===== config.mk =====
export PLATFORM = sky130hd
export DESIGN_NAME = node_monitor
export DESIGN_NICKNAME = d
export VERILOG_FILES = /design/src/rtl/node_monitor_pkg.sv /design/src/rtl/node_monitor.sv
export VERILOG_INCLUDE_DIRS = /design/src /design/src/rtl
export SDC_FILE = /design/constraint.sdc
export NUM_CORES = 1
export LEC_CHECK = 0
export BUFFER_PORTS_ARGS = -buffer_cell sky130_fd_sc_hd__buf_2
export CAP_MARGIN = 25
export CORE_AREA = 4 4 146 148
export DETAILED_ROUTE_END_ITERATION = 8
export DIE_AREA = 0 0 150 152
export GPL_ROUTABILITY_DRIVEN = 0
export PLACE_DENSITY = 0.84
export SLEW_MARGIN = 10
export SYNTH_ARGS = -nofsm -noshare
export SYNTH_HDL_FRONTEND = slang
export SYNTH_SLANG_ARGS = --single-unit

===== constraint.sdc =====
create_clock -name core_clk -period 4.6 [get_ports core_clk]
set_input_delay 0.92 -clock core_clk [delete_from_list [all_inputs] [get_ports core_clk]]
set_output_delay 0.92 -clock core_clk [all_outputs]
set_load 0.01 [all_outputs]

===== src/rtl/node_monitor_defs.svh =====
// Constants for the fieldbus node address and status monitor.
// Assumes a 200 MHz core clock.
`ifndef NODE_MONITOR_DEFS_SVH
`define NODE_MONITOR_DEFS_SVH

`define CLK_PERIOD_PS        5000
// Flash periods in ms: 0.5 Hz is 2000 ms, 2 Hz is 500 ms.
`define SLOW_PERIOD_MS       2000
`define FAST_PERIOD_MS       500
`define SLOW_HALF_CYCLES     ((`SLOW_PERIOD_MS * 64'd1000000000 / `CLK_PERIOD_PS) / 2)
`define FAST_HALF_CYCLES     ((`FAST_PERIOD_MS * 64'd1000000000 / `CLK_PERIOD_PS) / 2)

`define ADDR_W               7
`define ADDR_NONE            7'h00
`define ADDR_ALL             7'h7f
`define STORED_ADDR_RESET    7'h01

`define OFF_CTRL             8'h00
`define OFF_STATUS           8'h04
`define OFF_STORED_ADDR      8'h08
`define OFF_MON_TIME         8'h0c
`define OFF_FAULT_DELAY      8'h10
`define OFF_ACTIVE_ADDR      8'h14

`define CTRL_PROFILE_BIT     0
`define CTRL_NO_STOP_BIT     1
`define CTRL_RELOAD_BIT      2
`define CTRL_ACK_BIT         3

`define ST_FLAG_BIT          0
`define ST_ALARM_BIT         1
`define ST_FAULT_BIT         2
`define ST_QSTOP_BIT         3
`define ST_PROFILE_BIT       4

`define MON_TIME_RESET       32'h000f4240
`define FAULT_DELAY_RESET    32'h000f4240

`endif


===== src/rtl/node_monitor_pkg.sv =====
// Types for the fieldbus node address and status monitor.
// Assumes nothing beyond the defs header.
package node_monitor_pkg;
    typedef enum logic [4:0] {
        LED_OFF       = 5'h01,
        LED_GREEN     = 5'h02,
        LED_GREEN_SLW = 5'h04,
        LED_RED_SLW   = 5'h08,
        LED_RED_FAST  = 5'h10
    } led_mode_t;

    typedef enum logic [2:0] {
        MON_RUN   = 3'h1,
        MON_ALARM = 3'h2,
        MON_FAULT = 3'h4
    } mon_state_t;
endpackage


===== src/rtl/node_monitor.sv =====
// Node address resolution, identity select, LED status and telegram-loss supervision.
// Assumes status inputs from the bus engine on core_clk; switches arrive from pins.
//
// Functional notes
// - LED dark before cyclic exchange starts.
// - LED steady green during normal exchange.
// - Green 0.5 Hz flash when partly established.
// - Red 0.5 Hz flash on bad configuration.
// - Red 2 Hz flash when exchange interrupted.
// - Switch address is (high mod 8)*16 plus low.
// - Switches 0 or 127 use stored address.
// - Switch address 1..126 used, readback only.
// - Switch zero default defers to stored.
// - Profile select: 0 native, 1 neutral.
// - Profile change applies after reset or download; here reset clears the select to 0 and a reload write applies it at once.
// - After monitoring time set flag, raise alarm.
// - After further delay raise fault, quick stop.
// - Fault reaction can be set to none.
// - Fault acknowledgeable immediately, drive runs without bus.
//
// The register addresses and the plain strobed port were decided locally.
`timescale 1ns/100ps
`include "node_monitor_defs.svh"

module node_monitor (
    input  wire logic        core_clk,
    input  wire logic        resetn,
    input  wire logic [3:0]  addr_switch_high,
    input  wire logic [3:0]  addr_switch_low,
    input  wire logic        cyclic_running,
    input  wire logic        cyclic_partial,
    input  wire logic        config_error,
    input  wire logic        cyclic_lost,
    input  wire logic        telegram_received,
    input  wire logic        download_done,
    input  wire logic [7:0]  reg_addr,
    input  wire logic [31:0] reg_wdata,
    input  wire logic        reg_write,
    input  wire logic        reg_read,
    output logic      [31:0] reg_rdata,
    output logic      [6:0]  station_address,
    output logic             identity_profile,
    output logic             bus_diag_led_green,
    output logic             bus_diag_led_red,
    output logic             telegram_loss_flag,
    output logic             telegram_loss_alarm,
    output logic             telegram_loss_fault,
    output logic             quick_stop_reaction
);

    // ==========================================================
    // Switch synchroniser
    logic [7:0] sw_meta;
    logic [7:0] sw_sync;

    always_ff @(posedge core_clk or negedge resetn)
    begin
        if (!resetn)
        begin
            sw_meta <= 8'h00;
            sw_sync <= 8'h00;
        end
        else
        begin
            sw_meta <= {addr_switch_high, addr_switch_low};
            sw_sync <= sw_meta;
        end
    end

    // ==========================================================
    // Registers
    logic [6:0]  stored_station_address;
    logic        identity_profile_select;
    logic        no_stop_reaction;
    logic [31:0] loss_monitoring_time;
    logic [31:0] fault_delay_time;
    logic        ack_pulse;
    logic        reload_pulse;
    logic        reset_seen;

    function automatic logic hit(input logic [7:0] a, input logic [7:0] off);
        hit = (a == off);
    endfunction

    always_ff @(posedge core_clk or negedge resetn)
    begin
        if (!resetn)
        begin
            stored_station_address  <= `STORED_ADDR_RESET;
            identity_profile_select <= 1'b0;
            no_stop_reaction        <= 1'b0;
            loss_monitoring_time    <= `MON_TIME_RESET;
            fault_delay_time        <= `FAULT_DELAY_RESET;
        end
        else if (reg_write)
        begin
            if (hit(reg_addr, `OFF_CTRL))
            begin
                identity_profile_select <= reg_wdata[`CTRL_PROFILE_BIT];
                no_stop_reaction        <= reg_wdata[`CTRL_NO_STOP_BIT];
            end
            else if (hit(reg_addr, `OFF_STORED_ADDR))
            begin
                if (reg_wdata[6:0] != `ADDR_NONE && reg_wdata[6:0] != `ADDR_ALL)
                    stored_station_address <= reg_wdata[6:0];
            end
            else if (hit(reg_addr, `OFF_MON_TIME))
                loss_monitoring_time <= reg_wdata;
            else if (hit(reg_addr, `OFF_FAULT_DELAY))
                fault_delay_time <= reg_wdata;
        end
    end

    assign ack_pulse    = reg_write && hit(reg_addr, `OFF_CTRL) && reg_wdata[`CTRL_ACK_BIT];
    assign reload_pulse = reg_write && hit(reg_addr, `OFF_CTRL) && reg_wdata[`CTRL_RELOAD_BIT];

    // ==========================================================
    // Address resolution
    logic [6:0] switch_address;

    assign switch_address = {sw_sync[6:4], sw_sync[3:0]};

    always_ff @(posedge core_clk or negedge resetn)
    begin
        if (!resetn)
            station_address <= `ADDR_NONE;
        else if (switch_address == `ADDR_NONE || switch_address == `ADDR_ALL)
            station_address <= stored_station_address;
        else
            station_address <= switch_address;
    end

    // ==========================================================
    // Identity profile
    always_ff @(posedge core_clk or negedge resetn)
    begin
        if (!resetn)
        begin
            reset_seen       <= 1'b0;
            identity_profile <= 1'b0;
        end
        else
        begin
            reset_seen <= 1'b1;
            if (reload_pulse)
                identity_profile <= reg_wdata[`CTRL_PROFILE_BIT];
            else if (!reset_seen || download_done)
                identity_profile <= identity_profile_select;
        end
    end

    // ==========================================================
    // Telegram-loss supervision
    node_monitor_pkg::mon_state_t mon_state;
    logic [31:0] loss_count;

    always_ff @(posedge core_clk or negedge resetn)
    begin
        if (!resetn)
        begin
            mon_state           <= node_monitor_pkg::MON_RUN;
            loss_count          <= 32'h00000000;
            telegram_loss_flag  <= 1'b0;
            telegram_loss_alarm <= 1'b0;
            telegram_loss_fault <= 1'b0;
        end
        else
        begin
            case (mon_state)
                node_monitor_pkg::MON_RUN:
                begin
                    if (telegram_received || !cyclic_running && !cyclic_lost)
                        loss_count <= 32'h00000000;
                    else if (loss_count + 32'h00000001 >= loss_monitoring_time)
                    begin
                        loss_count          <= 32'h00000000;
                        telegram_loss_flag  <= 1'b1;
                        telegram_loss_alarm <= 1'b1;
                        mon_state           <= node_monitor_pkg::MON_ALARM;
                    end
                    else
                        loss_count <= loss_count + 32'h00000001;
                end
                node_monitor_pkg::MON_ALARM:
                begin
                    if (telegram_received)
                    begin
                        loss_count          <= 32'h00000000;
                        telegram_loss_flag  <= 1'b0;
                        telegram_loss_alarm <= 1'b0;
                        mon_state           <= node_monitor_pkg::MON_RUN;
                    end
                    else if (loss_count + 32'h00000001 >= fault_delay_time)
                    begin
                        telegram_loss_fault <= 1'b1;
                        mon_state           <= node_monitor_pkg::MON_FAULT;
                    end
                    else
                        loss_count <= loss_count + 32'h00000001;
                end
                node_monitor_pkg::MON_FAULT:
                begin
                    if (ack_pulse)
                    begin
                        loss_count          <= 32'h00000000;
                        telegram_loss_fault <= 1'b0;
                        telegram_loss_flag  <= 1'b0;
                        telegram_loss_alarm <= 1'b0;
                        mon_state           <= node_monitor_pkg::MON_RUN;
                    end
                end
                default:
                    mon_state <= node_monitor_pkg::MON_RUN;
            endcase
        end
    end

    assign quick_stop_reaction = telegram_loss_fault && !no_stop_reaction;

    // ==========================================================
    // LED flashing
    node_monitor_pkg::led_mode_t led_mode;
    logic [31:0] slow_count;
    logic [31:0] fast_count;
    logic        slow_phase;
    logic        fast_phase;

    always_ff @(posedge core_clk or negedge resetn)
    begin
        if (!resetn)
        begin
            slow_count <= 32'h00000000;
            fast_count <= 32'h00000000;
            slow_phase <= 1'b0;
            fast_phase <= 1'b0;
        end
        else
        begin
            if (slow_count == 32'(`SLOW_HALF_CYCLES - 1))
            begin
                slow_count <= 32'h00000000;
                slow_phase <= !slow_phase;
            end
            else
                slow_count <= slow_count + 32'h00000001;
            if (fast_count == 32'(`FAST_HALF_CYCLES - 1))
            begin
                fast_count <= 32'h00000000;
                fast_phase <= !fast_phase;
            end
            else
                fast_count <= fast_count + 32'h00000001;
        end
    end

    always_comb
    begin
        if (cyclic_lost || mon_state != node_monitor_pkg::MON_RUN)
            led_mode = node_monitor_pkg::LED_RED_FAST;
        else if (config_error)
            led_mode = node_monitor_pkg::LED_RED_SLW;
        else if (cyclic_partial)
            led_mode = node_monitor_pkg::LED_GREEN_SLW;
        else if (cyclic_running)
            led_mode = node_monitor_pkg::LED_GREEN;
        else
            led_mode = node_monitor_pkg::LED_OFF;
    end

    always_ff @(posedge core_clk or negedge resetn)
    begin
        if (!resetn)
        begin
            bus_diag_led_green <= 1'b0;
            bus_diag_led_red   <= 1'b0;
        end
        else
        begin
            case (led_mode)
                node_monitor_pkg::LED_GREEN:
                begin
                    bus_diag_led_green <= 1'b1;
                    bus_diag_led_red   <= 1'b0;
                end
                node_monitor_pkg::LED_GREEN_SLW:
                begin
                    bus_diag_led_green <= slow_phase;
                    bus_diag_led_red   <= 1'b0;
                end
                node_monitor_pkg::LED_RED_SLW:
                begin
                    bus_diag_led_green <= 1'b0;
                    bus_diag_led_red   <= slow_phase;
                end
                node_monitor_pkg::LED_RED_FAST:
                begin
                    bus_diag_led_green <= 1'b0;
                    bus_diag_led_red   <= fast_phase;
                end
                default:
                begin
                    bus_diag_led_green <= 1'b0;
                    bus_diag_led_red   <= 1'b0;
                end
            endcase
        end
    end

    // ==========================================================
    // Read port
    always_ff @(posedge core_clk or negedge resetn)
    begin
        if (!resetn)
            reg_rdata <= 32'h00000000;
        else if (reg_read)
        begin
            if (hit(reg_addr, `OFF_CTRL))
                reg_rdata <= {30'h00000000, no_stop_reaction, identity_profile_select};
            else if (hit(reg_addr, `OFF_STATUS))
                reg_rdata <= {27'h0000000, identity_profile, quick_stop_reaction,
                              telegram_loss_fault, telegram_loss_alarm, telegram_loss_flag};
            else if (hit(reg_addr, `OFF_STORED_ADDR))
                reg_rdata <= {25'h0000000, station_address};
            else if (hit(reg_addr, `OFF_MON_TIME))
                reg_rdata <= loss_monitoring_time;
            else if (hit(reg_addr, `OFF_FAULT_DELAY))
                reg_rdata <= fault_delay_time;
            else if (hit(reg_addr, `OFF_ACTIVE_ADDR))
                reg_rdata <= {25'h0000000, station_address};
            else
                reg_rdata <= 32'h00000000;
        end
        else
            reg_rdata <= 32'h00000000;
    end

    // ==========================================================
    // Assertions
    // alarm follows flag
    flag_alarm_a: assert property (@(posedge core_clk) disable iff (!resetn)
        telegram_loss_flag == telegram_loss_alarm) else $error("flag and alarm differ");
    stop_gate_a: assert property (@(posedge core_clk) disable iff (!resetn)
        no_stop_reaction |-> !quick_stop_reaction) else $error("stop despite no-stop");
    fault_ack_a: assert property (@(posedge core_clk) disable iff (!resetn)
        telegram_loss_fault && ack_pulse |=> !telegram_loss_fault) else $error("ack ignored");
    led_dark_a: assert property (@(posedge core_clk) disable iff (!resetn)
        led_mode == node_monitor_pkg::LED_OFF |=> !bus_diag_led_green && !bus_diag_led_red)
        else $error("led lit while idle");
    led_green_a: assert property (@(posedge core_clk) disable iff (!resetn)
        led_mode == node_monitor_pkg::LED_GREEN |=> bus_diag_led_green)
        else $error("green not lit");
    addr_switch_a: assert property (@(posedge core_clk) disable iff (!resetn)
        switch_address != `ADDR_NONE && switch_address != `ADDR_ALL && $stable(switch_address)
        |=> station_address == $past(switch_address)) else $error("switch address lost");
    addr_stored_a: assert property (@(posedge core_clk) disable iff (!resetn)
        (switch_address == `ADDR_NONE || switch_address == `ADDR_ALL)
        |=> station_address == $past(stored_station_address)) else $error("stored unused");
    profile_hold_a: assert property (@(posedge core_clk) disable iff (!resetn)
        reset_seen && !download_done && !reload_pulse |=> $stable(identity_profile))
        else $error("profile changed early");

endmodule


==> key figures, run 1 <==
Floorplanning
  • DIE HEIGHT: approximately 150 um
  • Initial standard-cell utilization of the core: between 50% and 60%
  • X dimension of the die: about 150 um
  • Core area: 20000 sq um
  • Full die area: between 20000 and 25000 sq um
  • Ports placed on the boundary: around 100
  • Number of rows in the core area: 52

Placed design
  • Standard cell area after detailed placement: 12600 sq um
  • Quantity of I/O buffers inserted on ports: between 100 and 150
  • Detailed placer's ending HPWL: roughly 18 mm
  • Cell total after placement: 1482

Final layout
  • Antenna diode instance count: 0
  • Synth-to-Final Area Change: 14.4%
  • Leading cell types in the layout, fill and taps excluded: dfrtp_1 (217), nand2_1 (114), buf_2 (101)
  • Fraction of the core area covered by cells at the end of the flow: between 60% and 70%
  • Most frequent standard cell in the layout excluding fill and tap cells: dfrtp_1
  • Nets: between 1k and 1.5k
  • Fraction of layout cells with a size suffix above 1: 21.3%
  • Final std cells w/o fill: 1531
  • Post-Layout Inst Area: 13500 sq um

Synth
  • Post-Syn Instances: around 1.1k
  • Post-Syn Area: 11800 sq um
  • Synth unique cells: 63
  • Cells taking the most area after synthesis: dfrtp_1 (46%), mux2_2 (7.5%), ha_1 (7.1%)
  • Post-synth EDFFs: 0
  • Total nets after synthesis: approximately 1.3k
  • Number of flip-flops and latches in the synthesized netlist: 233
  • Sequential element share of the synthesized area: between 40% and 50%
  • Ys flop type: dfrtp_1
  • Warnings, synthesis: 0
  • Async set-or-reset flop fraction in the synthesized netlist: 100%
  • Cell accounting for the most synthesized area: dfrtp_1
  • Share of the synthesized area in the top cell type: 46.1%
  • Synth Area per Inst: approximately 10 sq um

STA
  • Post-route worst hold slack: 0.346 ns
  • Count of endpoints failing hold in the final timing report: 0
  • Slew Limit Fails: 0
  • Time the worst path needs with I/O delays and setup: around 4.3 ns
  • Final cycle utilization of the critical path: between 90% and 100%
  • Clk_skew: between 0.01 and 0.015 ns
  • Total negative setup slack: 0 ns
  • Measured slew at the worst slew-check pin: between 0.9 and 1 ns
  • Upper clock frequency limit: 0.233 GHz
  • Endpoints failing setup: 0
  • Max transition margin: between 30% and 40%

Global routing
  • Pin count of the biggest net entering global routing: 120
  • Overflow left after global routing: 0
  • All-layer global routing usage: between 20 and 25%
  • Antenna violations before repair: 0
  • Via count of the first global-routing pass: between 8k and 9k
  • Wire length of the first global-routing pass: ~44 mm

Flow run
  • Max-cap check violation count: 0

Run status
  • Outcome: finished clean

Setup path
  • Required time worst endpoint: 5.03 ns
  • WP data arrival: between 4 and 5 ns
  • WS Path Type: flop to flop
  • Category of the worst setup path launch point: flop
  • Worst-path maximum fanout: 15
  • Crit. End Element: flop

Clocking
  • H-tree levels: 1
  • TritonCTS clock tree: built
  • CTS buffer count: 25
  • Count of hold-fix buffers inserted at cts: 0
  • Max clock buf depth: 3
  • Clock Sinks: between 200 and 250
  • Worst-path clk slew: approximately 0.06 ns
  • Root buffer cell: clkbuf_16
  • Worst-Skew Late Latency: between 0.5 and 0.6 ns

Power and ir drop
  • P_leak: roughly 6.4 nW
  • Pwr per Cell Area: approximately 340 nW/um^2
  • Worst supply voltage drop on vdd: around 0.27 mV

Drt
  • Drt pass-1 iters: 5
  • Post-route DRC violation count: 0
  • Count of routing violations after the opening detailed-route iteration: approximately 640
  • Total Routed Length: about 26 mm
  • Number of vias per cell: approximately 5.7
  • Routed Antenna Nets: 0
  • Total number of vias: slightly below 9k
  • Drt wl/cell: 16.8 um

Worst hold path
  • Class of the tightest hold or removal check: flop to flop
power by group:
part           switching, W  internal [W]  leakage (nW)
combinational      0.000325      0.000210          2.96
sequential        0.0000618       0.00212          3.10
clock              0.000797       0.00109         0.382
total               0.00118       0.00341          6.44
cell families after synthesis:
group	share of synthesized area, %
muxes	7.89
xor gates and xnor gates	5.28
other	0.0319
and+or+nand+nor	16.7
DFF	49.7
AOI/OAI and AO/OA	9.81
buffers and inverters	3.47
adders and majority gates	7.12
routing by layer:
layer  global-route usage [%]  wire length, um  up-vias
li1                         -                -     4205
met1                     31.6            11100     4277
met2                     38.9            12800      218
met3                     3.37             1350       40
met4                     5.23              524        0
met5                        0                0        -
synthesized netlist by cell type, drive strengths merged (21+ instances only):
| cell | instances |
|---|---|
| a21oi | 38 |
| a22oi | 29 |
| and3 | 21 |
| dfrtp | 217 |
| ha | 67 |
| inv | 75 |
| mux2 | 78 |
| nand2 | 114 |
| nand2b | 25 |
| nand3 | 44 |
| nand4 | 25 |
| nor2 | 92 |
| o21ai | 31 |
| xnor2 | 42 |
| xor2 | 29 |
path summary, 6_finish.rpt:
check | cells past startpoint | from | endpoint | slack, ns
min in group asynchronous | 1 | resetn | reg_rdata[15]$_DFF_PN0_ | 0.50
max in group asynchronous | 2 | resetn | fault_delay_time[18]$_DFFE_PN1P_ | 3.08
max reg2reg | 17 | loss_count[2]$_DFFE_PN0P_ | loss_count[2]$_DFFE_PN0P_ | 0.30
min reg2reg | 0 | sw_meta[6]$_DFF_PN0_ | sw_sync[6]$_DFF_PN0_ | 0.35
max | 17 | loss_count[2]$_DFFE_PN0P_ | loss_count[2]$_DFFE_PN0P_ | 0.30
min | 0 | sw_meta[6]$_DFF_PN0_ | sw_sync[6]$_DFF_PN0_ | 0.35
area by class of cell:
cell class | count | area, sq um
multi-input combinational | 787 | 5550
sequential | 233 | 5850
inverter | 75 | 282
timing repair buffer | 120 | 681
clock buffer | 38 | 724
tap | 270 | 338
fill | 1570 | 6570
clock inverter | 8 | 46.3
worst max-delay path, stage by stage (launching register included):
cell and delay [ns]:
dfrtp_1 0.43, and3_1 0.19, and3_1 0.24, and3_1 0.31
nand3_1 0.22, nor2_1 0.18, xnor2_1 0.18, inv_1 0.10
ha_1 0.29, and2_0 0.19, a221o_1 0.32, a221oi_1 0.41
nand2_1 0.17, a2111oi_4 0.33, buf_4 0.23, o21ai_4 0.07
buf_12 0.16, o221ai_1 0.18
registers in the layout (all words and copies together) (netlist names):
name	count
fault_delay_time	32
reset_seen	1
slow_phase	1
loss_monitoring_time	32
bus_diag_led_green	1
sw_meta	7
mon_state	3
identity_profile_select	1
fast_phase	1
reg_rdata	32
bus_diag_led_red	1
telegram_loss_alarm	1
no_stop_reaction	1
telegram_loss_fault	1
station_address	7
identity_profile	1
slow_count	32
sw_sync	7
stored_station_address	7
fast_count	32
loss_count	32
stage by stage:
stage | power, W | setup WS (ns)
4_1_cts | 0.00460 | 0.0835
2_1_floorplan | 0.00249 | 0.863
3_5_place_dp | 0.00271 | 0.109
3_3_place_gp | 0.00270 | 0.213
6_report | 0.00460 | 0.304
5_1_grt | 0.00480 | -0.0169
timing repair:
item / in CTS / in global routing
buffers inserted: 0 / 3
endpoints found under the setup margin: 0 / 30
gates resized for setup: 0 / 5
Power figures use the tool's default switching activity.
==> run 2: changes to the inputs <==
==> constraint.sdc (replaced) <==
create_clock -name core_clk -period 4.31 [get_ports core_clk]
set_input_delay 0.862 -clock core_clk [delete_from_list [all_inputs] [get_ports core_clk]]
set_output_delay 0.862 -clock core_clk [all_outputs]
set_load 0.01 [all_outputs]
==> key figures, run 2 (synthesized netlist as in run 1, its figures left out) <==
Run status
  • Outcome: finished clean

Final layout
  • Most frequent standard cell in the layout excluding fill and tap cells: dfrtp_1
  • Fraction of the core area covered by cells at the end of the flow: 68.5% (+1.2 points)
  • Post-Layout Inst Area: 13700 sq um (+1.8%)
  • Number of fillers in the final layout: 1528 (-2.7%)
  • Fraction of layout cells with a size suffix above 1: 22.1% (+0.73 points)
  • Antenna diode instance count: 0 (unchanged)
  • Synth-to-Final Area Change: 16.6%
  • Leading cell types in the layout, fill and taps excluded: dfrtp_1 (216), nand2_1 (114), buf_2 (101)
  • Nets: 1376 (+0.66%)

STA
  • Setup repair after global routing missed its margin: false
  • Upper clock frequency limit: 0.249 GHz (+7.1%)
  • Count of endpoints failing hold in the final timing report: 0 (unchanged)
  • Clk_skew: 0.0127 ns (+0.000205 ns)
  • Time the worst path needs with I/O delays and setup: 4.01 ns (-0.284 ns)
  • Max transition margin: 35.3% (+1.0 points)
  • Measured slew at the worst slew-check pin: 0.964 ns (-0.0155 ns)
  • Total negative setup slack: 0 ns (unchanged)
  • Endpoints failing setup: 0 (unchanged)
  • Slew Limit Fails: 0 (unchanged)
  • Final cycle utilization of the critical path: 93.1% (-0.30 points)

Floorplanning
  • Core area: 20000 sq um (unchanged)
  • Ports placed on the boundary: 104 (unchanged)
  • DIE HEIGHT: 152 um (unchanged)
  • Initial standard-cell utilization of the core: 58.7% (unchanged)
  • X dimension of the die: 150 um (unchanged)
  • Number of rows in the core area: 52 (unchanged)
  • Full die area: 22800 sq um (unchanged)

Global routing
  • Antenna violations before repair: 0 (unchanged)
  • Via count of the first global-routing pass: 9136 (+1.9%)
  • Wire length of the first global-routing pass: 44.0 mm (+0.27%)
  • Pin count of the biggest net entering global routing: 99 (-18%)
  • Overflow left after global routing: 0 (unchanged)
  • All-layer global routing usage: 23.1% (+0.068 points)

Clocking
  • Root buffer cell: clkbuf_16
  • Worst-Skew Late Latency: 0.52 ns (about the same)
  • H-tree levels: 1 (unchanged)
  • Worst-path clk slew: 0.06 ns (about the same)
  • Max clock buf depth: 3 (unchanged)
  • CTS buffer count: 26 (+4.0%)
  • Clock Sinks: 233 (unchanged)
  • TritonCTS clock tree: built
  • Post-CTS setup-driven buffer insertion count: 0 (unchanged)
  • Count of hold-fix buffers inserted at cts: 0 (unchanged)

Setup path
  • WP data arrival: 4.42 ns (-0.31 ns)
  • WS Path Type: flop to flop
  • Category of the worst setup path launch point: flop
  • Worst-path maximum fanout: 11 (-4)
  • Worst reg2reg setup slack: 0.30 ns (about the same)
  • Crit. End Element: flop
  • Required time worst endpoint: 4.71 ns (-0.32 ns)

Power and ir drop
  • Worst supply voltage drop on vdd: 0.310 mV (+13%)
  • P_leak: 6.55 nW (+1.7%)
  • Pwr per Cell Area: 386 nW/um^2 (+13%)

Drt
  • Drt wl/cell: 16.8 um (about the same)
  • Drt pass-1 iters: 6 (+1)
  • Total Routed Length: 25.9 mm (+0.59%)
  • Number of vias per cell: 5.71 (+0.11%)
  • Routed Antenna Nets: 0 (unchanged)
  • Total number of vias: 8795 (+0.63%)
  • Post-route DRC violation count: 0 (unchanged)
  • Count of routing violations after the opening detailed-route iteration: 513 (-20%)

Worst hold path
  • Class of the tightest hold or removal check: flop to flop

Placed design
  • Detailed placer's ending HPWL: 18.0 mm (+0.86%)
  • Quantity of I/O buffers inserted on ports: 102 (unchanged)
  • Standard cell area after detailed placement: 12800 sq um (+0.89%)

Flow run
  • Max-cap check violation count: 0 (unchanged)
run 2: cell count changes in the layout (fill, tap and decap cells not counted), moves of 2 or more:
cell	change
buf_12	+2
buf_4	+5
clkinv_2	-6
clkbuf_8	+2
clkbuf_1	-3
clkbuf_16	+2
bufinv_16	+4
run 2: report_power, final:
| group | switching, W | internal (W) |
|---|---|---|
| Combinational | 0.000353 | 0.000239 |
| Clock | 0.000876 | 0.00150 |
| Sequential | 0.0000618 | 0.00226 |
run 2: layout make-up:
cell class              instances  area, sq um  area share (%)
flip-flops and latches        233         5850            42.7
multi-input cells             787         5540            40.4
clock buffers                  39          791            5.76
repair buffers                128          773            5.64
well taps                     270          338            2.46
inverters                      75          282            2.05
clock inverters                 7          146            1.07
run 2: stage by stage:
step                      total power, W  setup slack [ns]  hold WS (ns)  std cells
after global routing             0.00550            0.0125         0.356       1539
after global placement           0.00292             0.373         0.332       1492
after floorplan                  0.00266             0.573         0.331       1126
final                            0.00529             0.298         0.348       1539
after CTS                        0.00533             0.220         0.350       1538
after detailed placement         0.00294             0.321         0.336       1492
run 2: critical path, cell delays in order, from the launching register on:
cell and delay (ns):
dfrtp_2 0.43, ha_1 0.23, and3_1 0.19, and3_1 0.23, and3_1 0.28, and3_1 0.22, nand2b_1 0.15, nand2_1 0.10
ha_1 0.31, nand4_1 0.13, nor4_1 0.31, buf_4 0.17, o2111ai_1 0.14, a31o_2 0.28, and3_1 0.22, o21a_1 0.17
buf_12 0.16, a22o_1 0.18
run 2: worst paths after layout:
check	to	start	depth (start not counted)
worst max-delay path	loss_count[8]$_DFFE_PN0P_	loss_count[0]$_DFFE_PN0P_	17
worst min-delay path	sw_sync[2]$_DFF_PN0_	sw_meta[2]$_DFF_PN0_	0
worst max register to register	loss_count[8]$_DFFE_PN0P_	loss_count[0]$_DFFE_PN0P_	17
worst min register to register	sw_sync[2]$_DFF_PN0_	sw_meta[2]$_DFF_PN0_	0
max in group asynchronous	stored_station_address[0]$_DFFE_PN1P_	resetn	2
min in group asynchronous	reg_rdata[15]$_DFF_PN0_	resetn	1
run 2: timing repair:
item	in CTS	in global routing
hold endpoints to repair	0	0
gates resized for setup	0	3
setup endpoints to repair	0	19
run 2: layer usage:
layer	up-vias	track usage (%)	wire (um)
met5	-	0	0
met4	0	6.67	637
met3	51	3.78	1400
met2	235	39.2	12700
met1	4288	30.6	11100
li1	4221	-	-
